File: src/port_io_map.vh
// register addresses, field positions and reset values for the port i/o block
`ifndef PORT_IO_MAP_VH
`define PORT_IO_MAP_VH

// ----------------------------------------
// register addresses
// ----------------------------------------
`define ADDR_PORT0_DATA 8'h80
`define ADDR_PORT1_DATA 8'h90
`define ADDR_PORT2_DATA 8'hA0
`define ADDR_PORT_STRIDE 8'h10
`define ADDR_XBAR_CTRL_B 8'hE2
`define ADDR_P0_MATCH_VAL 8'hD7
`define ADDR_P0_MATCH_MASK 8'hD8
`define ADDR_P1_MATCH_VAL 8'hD9
`define ADDR_P1_MATCH_MASK 8'hDA
`define ADDR_EXT_IE_2 8'hE7

// ----------------------------------------
// crossbar_route_ctrl_b fields
// ----------------------------------------
`define XB_WEAK_PULLUP_DIS 7
`define XB_CROSSBAR_EN 6
`define XB_TIMER1_EN 5
`define XB_TIMER0_EN 4
`define XB_ECI_EN 3
`define XB_CEX_CNT_HI 2
`define XB_CEX_CNT_LO 0
`define XB_CEX_CNT_RSVD 3'h7

// ----------------------------------------
// ext_interrupt_enable_2 fields
// ----------------------------------------
`define IE2_MATCH_IE 1

// ----------------------------------------
// reset values
// ----------------------------------------
`define RST_XBAR_CTRL_B 8'h00
`define RST_PORT_LATCH 8'hFF
`define RST_MATCH_VAL 8'hFF
`define RST_MATCH_MASK 8'h00
`define RST_EXT_IE_2 8'h00
`define RST_ZERO8 8'h00

`endif

File: src/pin_sync.v
// three-stage pin synchroniser that accepts a change once stages two and three agree
`timescale 1ns/1ps
module pin_sync #(
  parameter WIDTH = 24
) (
  // clock and reset
  input wire core_clk_i,
  input wire rst_i,
  // asynchronous pins
  input wire [WIDTH-1:0] pin_i,
  // synchronised levels
  output reg [WIDTH-1:0] level_o
);

  reg [WIDTH-1:0] s1_reg;
  reg [WIDTH-1:0] s2_reg;
  reg [WIDTH-1:0] s3_reg;

  genvar g;
  generate
    for (g = 0; g < WIDTH; g = g + 1) begin : g_bit
      always @(posedge core_clk_i) begin
        if (rst_i) begin
          s1_reg[g] <= 1'b0;
          s2_reg[g] <= 1'b0;
          s3_reg[g] <= 1'b0;
          level_o[g] <= 1'b0;
        end else begin
          s1_reg[g] <= pin_i[g];
          s2_reg[g] <= s1_reg[g];
          s3_reg[g] <= s2_reg[g];
          if (s2_reg[g] == s3_reg[g]) begin
            level_o[g] <= s3_reg[g];
          end
        end
      end
    end
  endgenerate

endmodule

File: src/port_io_latch_and_match.v
// port latches, pin readback, crossbar control register and port match detection
`timescale 1ns/1ps
`include "port_io_map.vh"

// Function
// - unclaimed non-analog pins act as software gpio
// - port registers byte and bit accessible
// - port write stored and held in latch
// - plain read returns sampled pin levels
// - read-modify-write reads latch, not pins
// - single-bit writes merge into latch value
// - masked port0 pins differ from match raises event
// - masked port1 mismatch also raises, ored
// - match uses real pins ignoring crossbar
// - match interrupt only when enable bit set
// - match event wakes suspended oscillator
// - crossbar enable off disables all drivers
// - weak pullups on open-drain unless disabled
module port_io_latch_and_match #(
  parameter NPORT = 3
) (
  // clock and reset
  input wire core_clk_i,
  input wire rst_i,
  // special function register bus
  input wire [7:0] sfr_addr_i,
  input wire sfr_rd_i,
  input wire sfr_rmw_i,
  input wire sfr_wr_i,
  input wire [7:0] sfr_wdata_i,
  input wire sfr_bit_wr_i,
  input wire [2:0] sfr_bit_sel_i,
  input wire sfr_bit_val_i,
  output reg [7:0] sfr_rdata_o,
  // pin configuration and crossbar peripheral claims
  input wire [8*NPORT-1:0] pin_pushpull_i,
  input wire [8*NPORT-1:0] pin_analog_i,
  input wire [8*NPORT-1:0] periph_claim_i,
  input wire [8*NPORT-1:0] periph_out_i,
  // package pins
  input wire [8*NPORT-1:0] pin_in_i,
  output reg [8*NPORT-1:0] pin_out_o,
  output reg [8*NPORT-1:0] pin_oe_o,
  output reg [8*NPORT-1:0] pullup_en_o,
  // crossbar routing controls
  output reg crossbar_enable_o,
  output reg timer0_pin_enable_o,
  output reg timer1_pin_enable_o,
  output reg counter_ext_input_enable_o,
  output reg [5:0] capture_compare_route_o,
  // match event outputs
  output reg match_irq_o,
  output reg osc_wake_o
);

  localparam W = 8 * NPORT;

  reg [W-1:0] latch_reg;
  reg [7:0] crossbar_route_ctrl_b_reg;
  reg [7:0] port0_match_value_reg;
  reg [7:0] port0_match_mask_reg;
  reg [7:0] port1_match_value_reg;
  reg [7:0] port1_match_mask_reg;
  reg [7:0] ext_interrupt_enable_2_reg;
  wire [W-1:0] pin_level;

  // ----------------------------------------
  // pin input synchronisation
  // ----------------------------------------
  pin_sync #(
    .WIDTH(W)
  ) u_pin_sync (
    .core_clk_i(core_clk_i),
    .rst_i(rst_i),
    .pin_i(pin_in_i),
    .level_o(pin_level)
  );

  // analog pins read back as zero
  wire [W-1:0] pin_read = pin_level & ~pin_analog_i;

  // ----------------------------------------
  // address decode
  // ----------------------------------------
  reg [NPORT-1:0] port_hit;
  reg [7:0] latch_byte;
  reg [7:0] pin_byte;
  integer p;
  always @* begin
    port_hit = {NPORT{1'b0}};
    latch_byte = `RST_ZERO8;
    pin_byte = `RST_ZERO8;
    for (p = 0; p < NPORT; p = p + 1) begin
      if (sfr_addr_i == `ADDR_PORT0_DATA + p * `ADDR_PORT_STRIDE) begin
        port_hit[p] = 1'b1;
        latch_byte = latch_reg[8*p +: 8];
        pin_byte = pin_read[8*p +: 8];
      end
    end
  end

  // bit write merges the new bit into the latch value of the others
  reg [7:0] bit_merged;
  always @* begin
    bit_merged = latch_byte;
    bit_merged[sfr_bit_sel_i] = sfr_bit_val_i;
  end

  // ----------------------------------------
  // port latches
  // ----------------------------------------
  genvar g;
  generate
    for (g = 0; g < NPORT; g = g + 1) begin : g_port
      always @(posedge core_clk_i) begin
        if (rst_i) begin
          latch_reg[8*g +: 8] <= `RST_PORT_LATCH;
        end else if (port_hit[g] && sfr_wr_i) begin
          latch_reg[8*g +: 8] <= sfr_wdata_i;
        end else if (port_hit[g] && sfr_bit_wr_i) begin
          latch_reg[8*g +: 8] <= bit_merged;
        end
      end
    end
  endgenerate

  // ----------------------------------------
  // control registers
  // ----------------------------------------
  always @(posedge core_clk_i) begin
    if (rst_i) begin
      crossbar_route_ctrl_b_reg <= `RST_XBAR_CTRL_B;
      port0_match_value_reg <= `RST_MATCH_VAL;
      port0_match_mask_reg <= `RST_MATCH_MASK;
      port1_match_value_reg <= `RST_MATCH_VAL;
      port1_match_mask_reg <= `RST_MATCH_MASK;
      ext_interrupt_enable_2_reg <= `RST_EXT_IE_2;
    end else if (sfr_wr_i) begin
      case (sfr_addr_i)
        `ADDR_XBAR_CTRL_B: crossbar_route_ctrl_b_reg <= sfr_wdata_i;
        `ADDR_P0_MATCH_VAL: port0_match_value_reg <= sfr_wdata_i;
        `ADDR_P0_MATCH_MASK: port0_match_mask_reg <= sfr_wdata_i;
        `ADDR_P1_MATCH_VAL: port1_match_value_reg <= sfr_wdata_i;
        `ADDR_P1_MATCH_MASK: port1_match_mask_reg <= sfr_wdata_i;
        `ADDR_EXT_IE_2: ext_interrupt_enable_2_reg <= sfr_wdata_i;
        default: ;
      endcase
    end
  end

  // ----------------------------------------
  // read data
  // ----------------------------------------
  reg [7:0] rdata_next;
  always @* begin
    case (sfr_addr_i)
      `ADDR_XBAR_CTRL_B: rdata_next = crossbar_route_ctrl_b_reg;
      `ADDR_P0_MATCH_VAL: rdata_next = port0_match_value_reg;
      `ADDR_P0_MATCH_MASK: rdata_next = port0_match_mask_reg;
      `ADDR_P1_MATCH_VAL: rdata_next = port1_match_value_reg;
      `ADDR_P1_MATCH_MASK: rdata_next = port1_match_mask_reg;
      `ADDR_EXT_IE_2: rdata_next = ext_interrupt_enable_2_reg;
      default: rdata_next = sfr_rmw_i ? latch_byte : pin_byte;
    endcase
  end

  always @(posedge core_clk_i) begin
    if (rst_i) begin
      sfr_rdata_o <= `RST_ZERO8;
    end else if (sfr_rd_i) begin
      sfr_rdata_o <= rdata_next;
    end
  end

  // ----------------------------------------
  // pin drivers and pullups
  // ----------------------------------------
  wire xbar_en = crossbar_route_ctrl_b_reg[`XB_CROSSBAR_EN];
  wire weak_pullup_disable = crossbar_route_ctrl_b_reg[`XB_WEAK_PULLUP_DIS];
  // unclaimed pins take the latch, claimed pins the peripheral
  wire [W-1:0] drive_val = (periph_claim_i & periph_out_i) | (~periph_claim_i & latch_reg);
  reg [W-1:0] oe_next;
  reg [W-1:0] pullup_next;
  always @* begin
    // drivers off while the crossbar is disabled
    oe_next = {W{xbar_en}} & ~pin_analog_i & (pin_pushpull_i | ~drive_val);
    // open-drain pins pull up unless driving low or analog
    pullup_next = {W{~weak_pullup_disable}} & ~pin_pushpull_i & ~pin_analog_i & ~oe_next;
  end

  always @(posedge core_clk_i) begin
    if (rst_i) begin
      pin_out_o <= {W{1'b0}};
      pin_oe_o <= {W{1'b0}};
      pullup_en_o <= {W{1'b0}};
    end else begin
      pin_out_o <= drive_val;
      pin_oe_o <= oe_next;
      pullup_en_o <= pullup_next;
    end
  end

  // ----------------------------------------
  // crossbar routing controls
  // ----------------------------------------
  wire [2:0] cex_cnt = crossbar_route_ctrl_b_reg[`XB_CEX_CNT_HI:`XB_CEX_CNT_LO];
  reg [5:0] cex_next;
  integer c;
  always @* begin
    for (c = 0; c < 6; c = c + 1) begin
      cex_next[c] = (cex_cnt != `XB_CEX_CNT_RSVD) && (cex_cnt > c);
    end
  end

  always @(posedge core_clk_i) begin
    if (rst_i) begin
      crossbar_enable_o <= 1'b0;
      timer0_pin_enable_o <= 1'b0;
      timer1_pin_enable_o <= 1'b0;
      counter_ext_input_enable_o <= 1'b0;
      capture_compare_route_o <= 6'h00;
    end else begin
      crossbar_enable_o <= xbar_en;
      timer0_pin_enable_o <= crossbar_route_ctrl_b_reg[`XB_TIMER0_EN];
      timer1_pin_enable_o <= crossbar_route_ctrl_b_reg[`XB_TIMER1_EN];
      counter_ext_input_enable_o <= crossbar_route_ctrl_b_reg[`XB_ECI_EN];
      capture_compare_route_o <= cex_next;
    end
  end

  // ----------------------------------------
  // port match detection
  // ----------------------------------------
  // compares raw synchronised pins, independent of routing
  wire p0_mismatch = (pin_level[7:0] & port0_match_mask_reg) !=
                     (port0_match_value_reg & port0_match_mask_reg);
  wire p1_mismatch = (pin_level[15:8] & port1_match_mask_reg) !=
                     (port1_match_value_reg & port1_match_mask_reg);
  wire match_event = p0_mismatch | p1_mismatch;

  always @(posedge core_clk_i) begin
    if (rst_i) begin
      match_irq_o <= 1'b0;
      osc_wake_o <= 1'b0;
    end else begin
      match_irq_o <= match_event & ext_interrupt_enable_2_reg[`IE2_MATCH_IE];
      osc_wake_o <= match_event;
    end
  end

endmodule

File: config.mk
export PLATFORM = sky130hd
export DESIGN_NAME = port_io_latch_and_match
export DESIGN_NICKNAME = d
export VERILOG_FILES = /design/src/pin_sync.v /design/src/port_io_latch_and_match.v
export VERILOG_INCLUDE_DIRS = /design/src
export SDC_FILE = /design/constraint.sdc
export NUM_CORES = 1
export LEC_CHECK = 0
export BUFFER_PORTS_ARGS = -buffer_cell sky130_fd_sc_hd__buf_2
export CORE_ASPECT_RATIO = 0.9
export CORE_MARGIN = 2
export CORE_UTILIZATION = 55
export CTS_BUF_LIST = sky130_fd_sc_hd__clkbuf_2
export DETAILED_ROUTE_END_ITERATION = 10
export MAX_ROUTING_LAYER = met4
export PLACE_DENSITY = 0.83
export SLEW_MARGIN = 40
export SYNTH_ARGS = -nofsm -noshare
export SYNTH_HDL_FRONTEND = slang
export SYNTH_HIERARCHICAL = 1
export SYNTH_SLANG_ARGS = --single-unit
export TNS_END_PERCENT = 50
File: constraint.sdc
create_clock -name core_clk_i -period 2.4 [get_ports core_clk_i]
set_input_delay 0.48 -clock core_clk_i [delete_from_list [all_inputs] [get_ports core_clk_i]]
set_output_delay 0.48 -clock core_clk_i [all_outputs]
set_load 0.05 [all_outputs]
==> flow_metrics.env, run 1 <==
export IMPL_status="complete, no violations"
export IMPL_p_int_mw=5.86
export IMPL_avgRoutedWirePerCell_um=20.6
export IMPL_place_hpwl_mm=21.2
export IMPL_grt_pass1_wl_mm=51.0
export IMPL_criticalPathCategory="in2reg"
export IMPL_cp_cell_sequence="dlygate4sd3_1 -> buf_6 -> or2_2 -> buf_4 -> a2111oi_1 -> dlygate4sd3_1"
export IMPL_final_antenna_net_count=0
export IMPL_critPathBufInv=4
export IMPL_htreeDepth=3
export IMPL_power_share_clock_pct=33.7
export IMPL_avgSynthCellArea_sq_um=9.91
export IMPL_skew_ns=0.0718
export IMPL_power_leakage_nw=5.68
export IMPL_fin_cells=1686
export IMPL_syn_area_sq_um=9810
export IMPL_first_global_vias=9401
export IMPL_layout_nets=1552
export IMPL_switching_power_mw=2.40
export IMPL_endpoint_kind="register"
export IMPL_postLayoutCoreUtil_pct=75.7
export IMPL_drive_gt1_share_pct=25.9
export IMPL_finalMaxSlewViolations=0
export IMPL_grt_start_max_net_pins=124
export IMPL_post_place_ws_ns=-0.0525
export IMPL_hold_viol=0
export IMPL_ir_drop_mv=0.468
export IMPL_area_growth_pct=35.4
export IMPL_cts_resized=0
export IMPL_worst_slew_pin_slew_ns=0.735
export IMPL_critical_path_peak_fanout=27
export IMPL_grt_usage_pct=36.9
export IMPL_vias=9910
export IMPL_cts_sinks=260
export IMPL_ys_seq_elements=260
export IMPL_worstSetupStartpointType="primary input"
export IMPL_fillers=1194
export IMPL_drtIter0Drc=1124
export IMPL_numCtsBuffers=67
export IMPL_post_route_min_period_ns=2.27
export IMPL_initial_core_util_pct=55.9
export IMPL_p_seq_share_pct=54.0
export IMPL_async_flop_share_pct=0
export IMPL_drcViolationCount=0
export IMPL_gr_total_overflow=0
export IMPL_drt_pre_antenna_iters=5
export IMPL_path_clk_slew_ns=0.13
export IMPL_viasPerCell=5.88
export IMPL_fin_ws_ns=0.125
export IMPL_clk_path_buf_depth=3
export IMPL_die_h_um=131
export IMPL_syn_inst=989
export IMPL_synth_warnings=6
export IMPL_required_ns=3.21
export IMPL_synth_edf_count=0
export IMPL_die_x_um=145
export IMPL_antenna_found_initial=1
export IMPL_synth_ff_type="dfxtp_1"
export IMPL_crit_start="rst_i"
export IMPL_synth_cell_types=52
export IMPL_port_buffers=237
export IMPL_hold_path_class="in2reg"
export IMPL_period_share_pct=94.8
export IMPL_max_freq_ghz=0.440
export IMPL_io_pins=238
export IMPL_arrival_ns=3.09
export IMPL_hold_path_startpoint="periph_out_i[20]"
export IMPL_crit_top_cell="dlygate4sd3_1"
export IMPL_rows=46
export IMPL_final_common_cell="dfxtp_1"
export IMPL_finalPower_mw=8.25
export IMPL_die_area_sq_um=18900
export IMPL_worst_slew_margin_rel_pct=50.9
export IMPL_cts_tree="built"
export IMPL_cts_hold_buf=139
export IMPL_place_congestion=1.00
export IMPL_maxCapViolations=0
export IMPL_worstReg2RegStart="crossbar_route_ctrl_b_reg[7]$_SDFFE_PP0P_"
export IMPL_seq_area_sq_um=5200
export IMPL_root_buffer="clkbuf_2"
export IMPL_comb_power_share_pct=12.3
export IMPL_clock_latency_ns=0.86
export IMPL_multi_input_area_sq_um=4250
export IMPL_critPathMaxStageDelay_ns=0.65
export IMPL_core_sq_um=17600
export IMPL_synth_nets=1135
export IMPL_post_cts_setup_buffers=0
export IMPL_slowest_stage="a2111oi_1"
export IMPL_critPathTopFamily="buffers and inverters"
export IMPL_wirelength_mm=34.8
export IMPL_numPlacedInstances=1428
export IMPL_rsz0062_at_grt="false"
export IMPL_yosysSeqAreaShare_pct=53.1
export IMPL_setup_viol_count_final=0
export IMPL_powerDensity_nw_per_um2=622
export IMPL_mostFrequentLayoutCells="dfxtp_1, buf_2, dlygate4sd3_1"
export IMPL_swShare_pct=29.1
## power by group through the flow
| stage | Clock [mW] | Sequential (mW) | Combinational (mW) |
|---|---|---|---|
| after floorplan | 0 | 4.72 | 0.287 |
| after global placement | 0 | 4.55 | 0.782 |
| after detailed placement | 0 | 4.55 | 0.788 |
| after CTS | 2.76 | 4.45 | 0.953 |
| after global routing | 3.05 | 4.47 | 1.07 |
| final | 2.78 | 4.46 | 1.01 |
## synth_stat cells (7+ instances only)
library cell  instances  area, sq um
a2111oi_0            24          210
a211o_1              42          368
a21oi_1              41          205
a221oi_1             12          105
a22o_1               10         87.6
a311oi_1             32          280
a32oi_1               7         61.3
buf_2                19         95.1
clkbuf_1             38          143
dfxtp_1             260         5200
inv_1                16         60.1
mux2i_1              56          561
nand2_1              62          233
nand3_1              18         90.1
nand3b_1              9         67.6
nor2_1               99          372
nor2b_1              88          551
nor3_1               27          135
o21ai_0              38          190
o2bb2ai_1             8         70.1
xor2_1               13          114
## path summary, 6_finish.rpt
kind / to / slack (ns) / depth (start not counted)
worst max-delay path: pullup_en_o[18]$_SDFF_PP0_ / 0.13 / 6
worst max register to register: pullup_en_o[18]$_SDFF_PP0_ / 0.22 / 4
worst min register to register: u_pin_sync/s2_reg[16]$_SDFF_PP0_ / 0.39 / 1
worst min-delay path: pin_out_o[20]$_SDFF_PP0_ / 0.006 / 3
## layout make-up
cell class / instances / share of cell area (%)
diodes: 3 / 0.0565
clock buffers: 94 / 3.54
clock inverters: 12 / 0.349
inverters: 16 / 0.452
multi-input cells: 647 / 32.0
flip-flops and latches: 260 / 39.2
well taps: 240 / 2.26
repair buffers: 414 / 22.2
## logic make-up after synthesis
| group | count (synthesis) | share of synthesized area [%] |
|---|---|---|
| simple gates | 335 | 17.6 |
| mux | 56 | 5.72 |
| buf+inv | 82 | 3.69 |
| flops | 260 | 53.1 |
| xor+xnor | 18 | 1.61 |
| compound gates | 238 | 18.3 |
## metal layers
| metal | GRT usage, % | vias up | routed length (um) |
|---|---|---|---|
| met3 | 10.4 | 201 | 3310 |
| met2 | 56.7 | 699 | 15800 |
| met1 | 43.2 | 4581 | 13400 |
| li1 | - | 4429 | - |
| met5 | - | - | 0 |
| met4 | 22.2 | 0 | 2270 |
## metrics by stage
step	cell area, sq um	hold slack, ns	TNS (ns)
finish	13300	0.00563	0
global placement	11300	0.415	-0.0943
global route	13300	-0.00768	0
CTS	13200	0.00140	0
floorplan	9810	0.414	0
detailed placement	11300	0.420	-0.230
## worst reg2reg max path, delay by kind of cell, from the launching register on
family,cells,cell delay [ns]
AOI/OAI and AO/OA,1,0.66
buffers and inverters,2,0.88
DFF,1,0.34
and+or+nand+nor,1,0.31
(Power assumes the default switching activity.)
==> inputs of run 2 (changes only) <==
--- a/config.mk
+++ b/config.mk
@@ -8,12 +8,13 @@
 export LEC_CHECK = 0
 export BUFFER_PORTS_ARGS = -buffer_cell sky130_fd_sc_hd__buf_2
 export CORE_ASPECT_RATIO = 0.9
-export CORE_MARGIN = 2
+export CORE_MARGIN = 3
 export CORE_UTILIZATION = 55
 export CTS_BUF_LIST = sky130_fd_sc_hd__clkbuf_2
 export DETAILED_ROUTE_END_ITERATION = 10
 export MAX_ROUTING_LAYER = met4
 export PLACE_DENSITY = 0.83
+export RECOVER_POWER = 50
 export SLEW_MARGIN = 40
 export SYNTH_ARGS = -nofsm -noshare
 export SYNTH_HDL_FRONTEND = slang
==> constraint.sdc (replaced) <==
create_clock -name core_clk_i -period 2.4 [get_ports core_clk_i]
set_input_delay 0.24 -clock core_clk_i [delete_from_list [all_inputs] [get_ports core_clk_i]]
set_output_delay 0.24 -clock core_clk_i [all_outputs]
set_load 0.05 [all_outputs]
==> run 2 against run 1 <==
  * The flow now finishes with violations (capacitance limit, slew limit)
  * Non-clock buffer count increased by 49
  * Sequential power about the same
  * Hold slack improved by 0.058 ns
  * Design area increased by 3.3%
  * Flip-flop and latch count unchanged
  * Setup slack got worse by 0.033 ns
  * Die area increased by 2.9%
  * First-iteration DRC count increased by 2.9%
  * Fmax decreased by 1.4%
  * Via count increased by 4.7%
  * Largest power group unchanged
==> flow_metrics.env, run 2 (synthesis results as in run 1) <==
export IMPL_setup_viol_count_final=0
export IMPL_endpoint_kind="register"
export IMPL_critPathTopFamily="buffers and inverters"
export IMPL_rows=45
export IMPL_skew_ns=0.0510
export IMPL_cts_tree="built"
export IMPL_worst_slew_margin_rel_pct=-14.5
export IMPL_drcViolationCount=0
export IMPL_cts_sinks=260
export IMPL_gr_total_overflow=0
export IMPL_postLayoutCoreUtil_pct=79.9
export IMPL_max_freq_ghz=0.433
export IMPL_required_ns=3.20
export IMPL_maxCapViolations=1
export IMPL_initial_core_util_pct=57.1
export IMPL_clk_path_buf_depth=3
export IMPL_grt_pass1_wl_mm=56.9
export IMPL_finalSetupTns_ns=0
export IMPL_place_hpwl_mm=21.7
export IMPL_violations="capacitance limit, slew limit"
export IMPL_post_route_min_period_ns=2.31
export IMPL_powerDensity_nw_per_um2=605
export IMPL_port_buffers=237
export IMPL_critical_path_peak_fanout=11
export IMPL_drt_pre_antenna_iters=6
export IMPL_place_congestion=1.02
export IMPL_cp_cell_sequence="dlygate4sd3_1 -> buf_2 -> nand2b_1 -> nor4b_2 -> buf_4 -> and2_1 -> buf_4 -> a21oi_1 -> a211oi_1 -> dlygate4sd3_1"
export IMPL_power_leakage_nw=5.81
export IMPL_ir_drop_mv=0.514
export IMPL_slowest_stage="dlygate4sd3_1"
export IMPL_vias=10373
export IMPL_status="finished, violations left"
export IMPL_avgRoutedWirePerCell_um=21.6
export IMPL_finalMaxSlewViolations=36
export IMPL_hold_path_class="in2reg"
export IMPL_viasPerCell=5.96
export IMPL_critPathMaxStageDelay_ns=0.59
export IMPL_clock_latency_ns=0.85
export IMPL_grt_usage_pct=38.0
export IMPL_io_pins=238
export IMPL_worstSetupStartpointType="primary input"
export IMPL_root_buffer="clkbuf_2"
export IMPL_core_sq_um=17200
export IMPL_drtIter0Drc=1157
export IMPL_area_growth_pct=39.9
export IMPL_critPathBufInv=5
export IMPL_grt_start_max_net_pins=108
export IMPL_antenna_found_initial=7
export IMPL_die_x_um=147
export IMPL_wirelength_mm=37.6
export IMPL_die_area_sq_um=19500
export IMPL_mostFrequentLayoutCells="dfxtp_1, buf_2, dlygate4sd3_1"
export IMPL_htreeDepth=2
export IMPL_rsz0062_at_grt="false"
export IMPL_arrival_ns=3.11
export IMPL_cts_resized=0
export IMPL_criticalPathCategory="in2reg"
export IMPL_period_share_pct=96.2
export IMPL_path_clk_slew_ns=0.10
export IMPL_final_common_cell="dfxtp_1"
export IMPL_numCtsBuffers=61
export IMPL_first_global_vias=10366
export IMPL_final_antenna_net_count=0
export IMPL_hold_viol=0
export IMPL_layout_nets=1595
export IMPL_worst_slew_pin_slew_ns=1.72
export IMPL_drive_gt1_share_pct=22.8
export IMPL_die_h_um=133
==> run 2: cell types whose count changed in the layout (fill, tap and decap cells not counted), moves of 5 or more <==
cell / delta
buf_2: -23
buf_4: -7
clkbuf_1: +29
clkbuf_2: -5
diode_2: +7
dlygate4sd3_1: +51
==> run 2: routing by layer <==
layer | up-vias | routed length [um] | global-route usage (%)
met1 | 4811 | 13700 | 43.1
met2 | 812 | 17200 | 59.8
met4 | 0 | 2740 | 24.7
li1 | 4526 | - | -
met5 | - | 0 | -
met3 | 224 | 3920 | 9.76
==> run 2: worst paths after layout <==
kind                                                  start                                   end  slack (ns)  depth (start not counted)
setup reg to reg  crossbar_route_ctrl_b_reg[7]$_SDFFE_PP0P_            pullup_en_o[18]$_SDFF_PP0_        0.16                          3
hold / removal                                sfr_addr_i[6]           sfr_rdata_o[3]$_SDFFE_PP0P_        0.06                          6
hold reg to reg            u_pin_sync/s1_reg[22]$_SDFF_PP0_      u_pin_sync/s2_reg[22]$_SDFF_PP0_        0.44                          1
setup / recovery                              sfr_addr_i[4]  port1_match_mask_reg[2]$_SDFFE_PP0P_        0.09                         10
==> run 2: power by group <==
part,switching (mW),total (mW),leakage [nW],internal [mW]
Combinational,0.623,1.05,3.28,0.424
Clock,1.80,2.79,0.413,0.996
Sequential,0.0476,4.46,2.12,4.42
==> run 2: repair_timing <==
item | in CTS | in global routing
hold endpoints to repair | 203 | 0
buffers inserted | 0 | 0
hold buffers | 200 | 0
==> run 2: area by class of cell <==
cell class                      instances  area [sq um]
Tap cell                              235           294
Sequential cell                       260          5200
Fill cell                            1105          3450
Clock inverter                         19          80.1
Multi-Input combinational cell        647          4240
Clock buffer                           89           445
Inverter                               16          60.1
Antenna cell                           10          25.0
Timing Repair Buffer                  463          3370
==> run 2: worst min-delay path: stages <==
cell and delay, ns:
buf_2 0.10, or4b_4 0.16, nor4_2 0.04, buf_4 0.16, nand2_1 0.08, a311oi_1 0.09
==> run 2: stage by stage <==
step                cell area (sq um)  power [mW]  instances  hold slack (ns)  setup WS, ns
finish                          13700        8.31       1739           0.0641        0.0921
global route                    13700        8.60       1739           0.0553        0.0308
CTS                             13700        8.16       1728           0.0144         0.262
detailed placement              11200        5.33       1420            0.422         0.116
global placement                11200        5.33       1420            0.417         0.222
floorplan                        9810        5.01        989            0.319         0.580
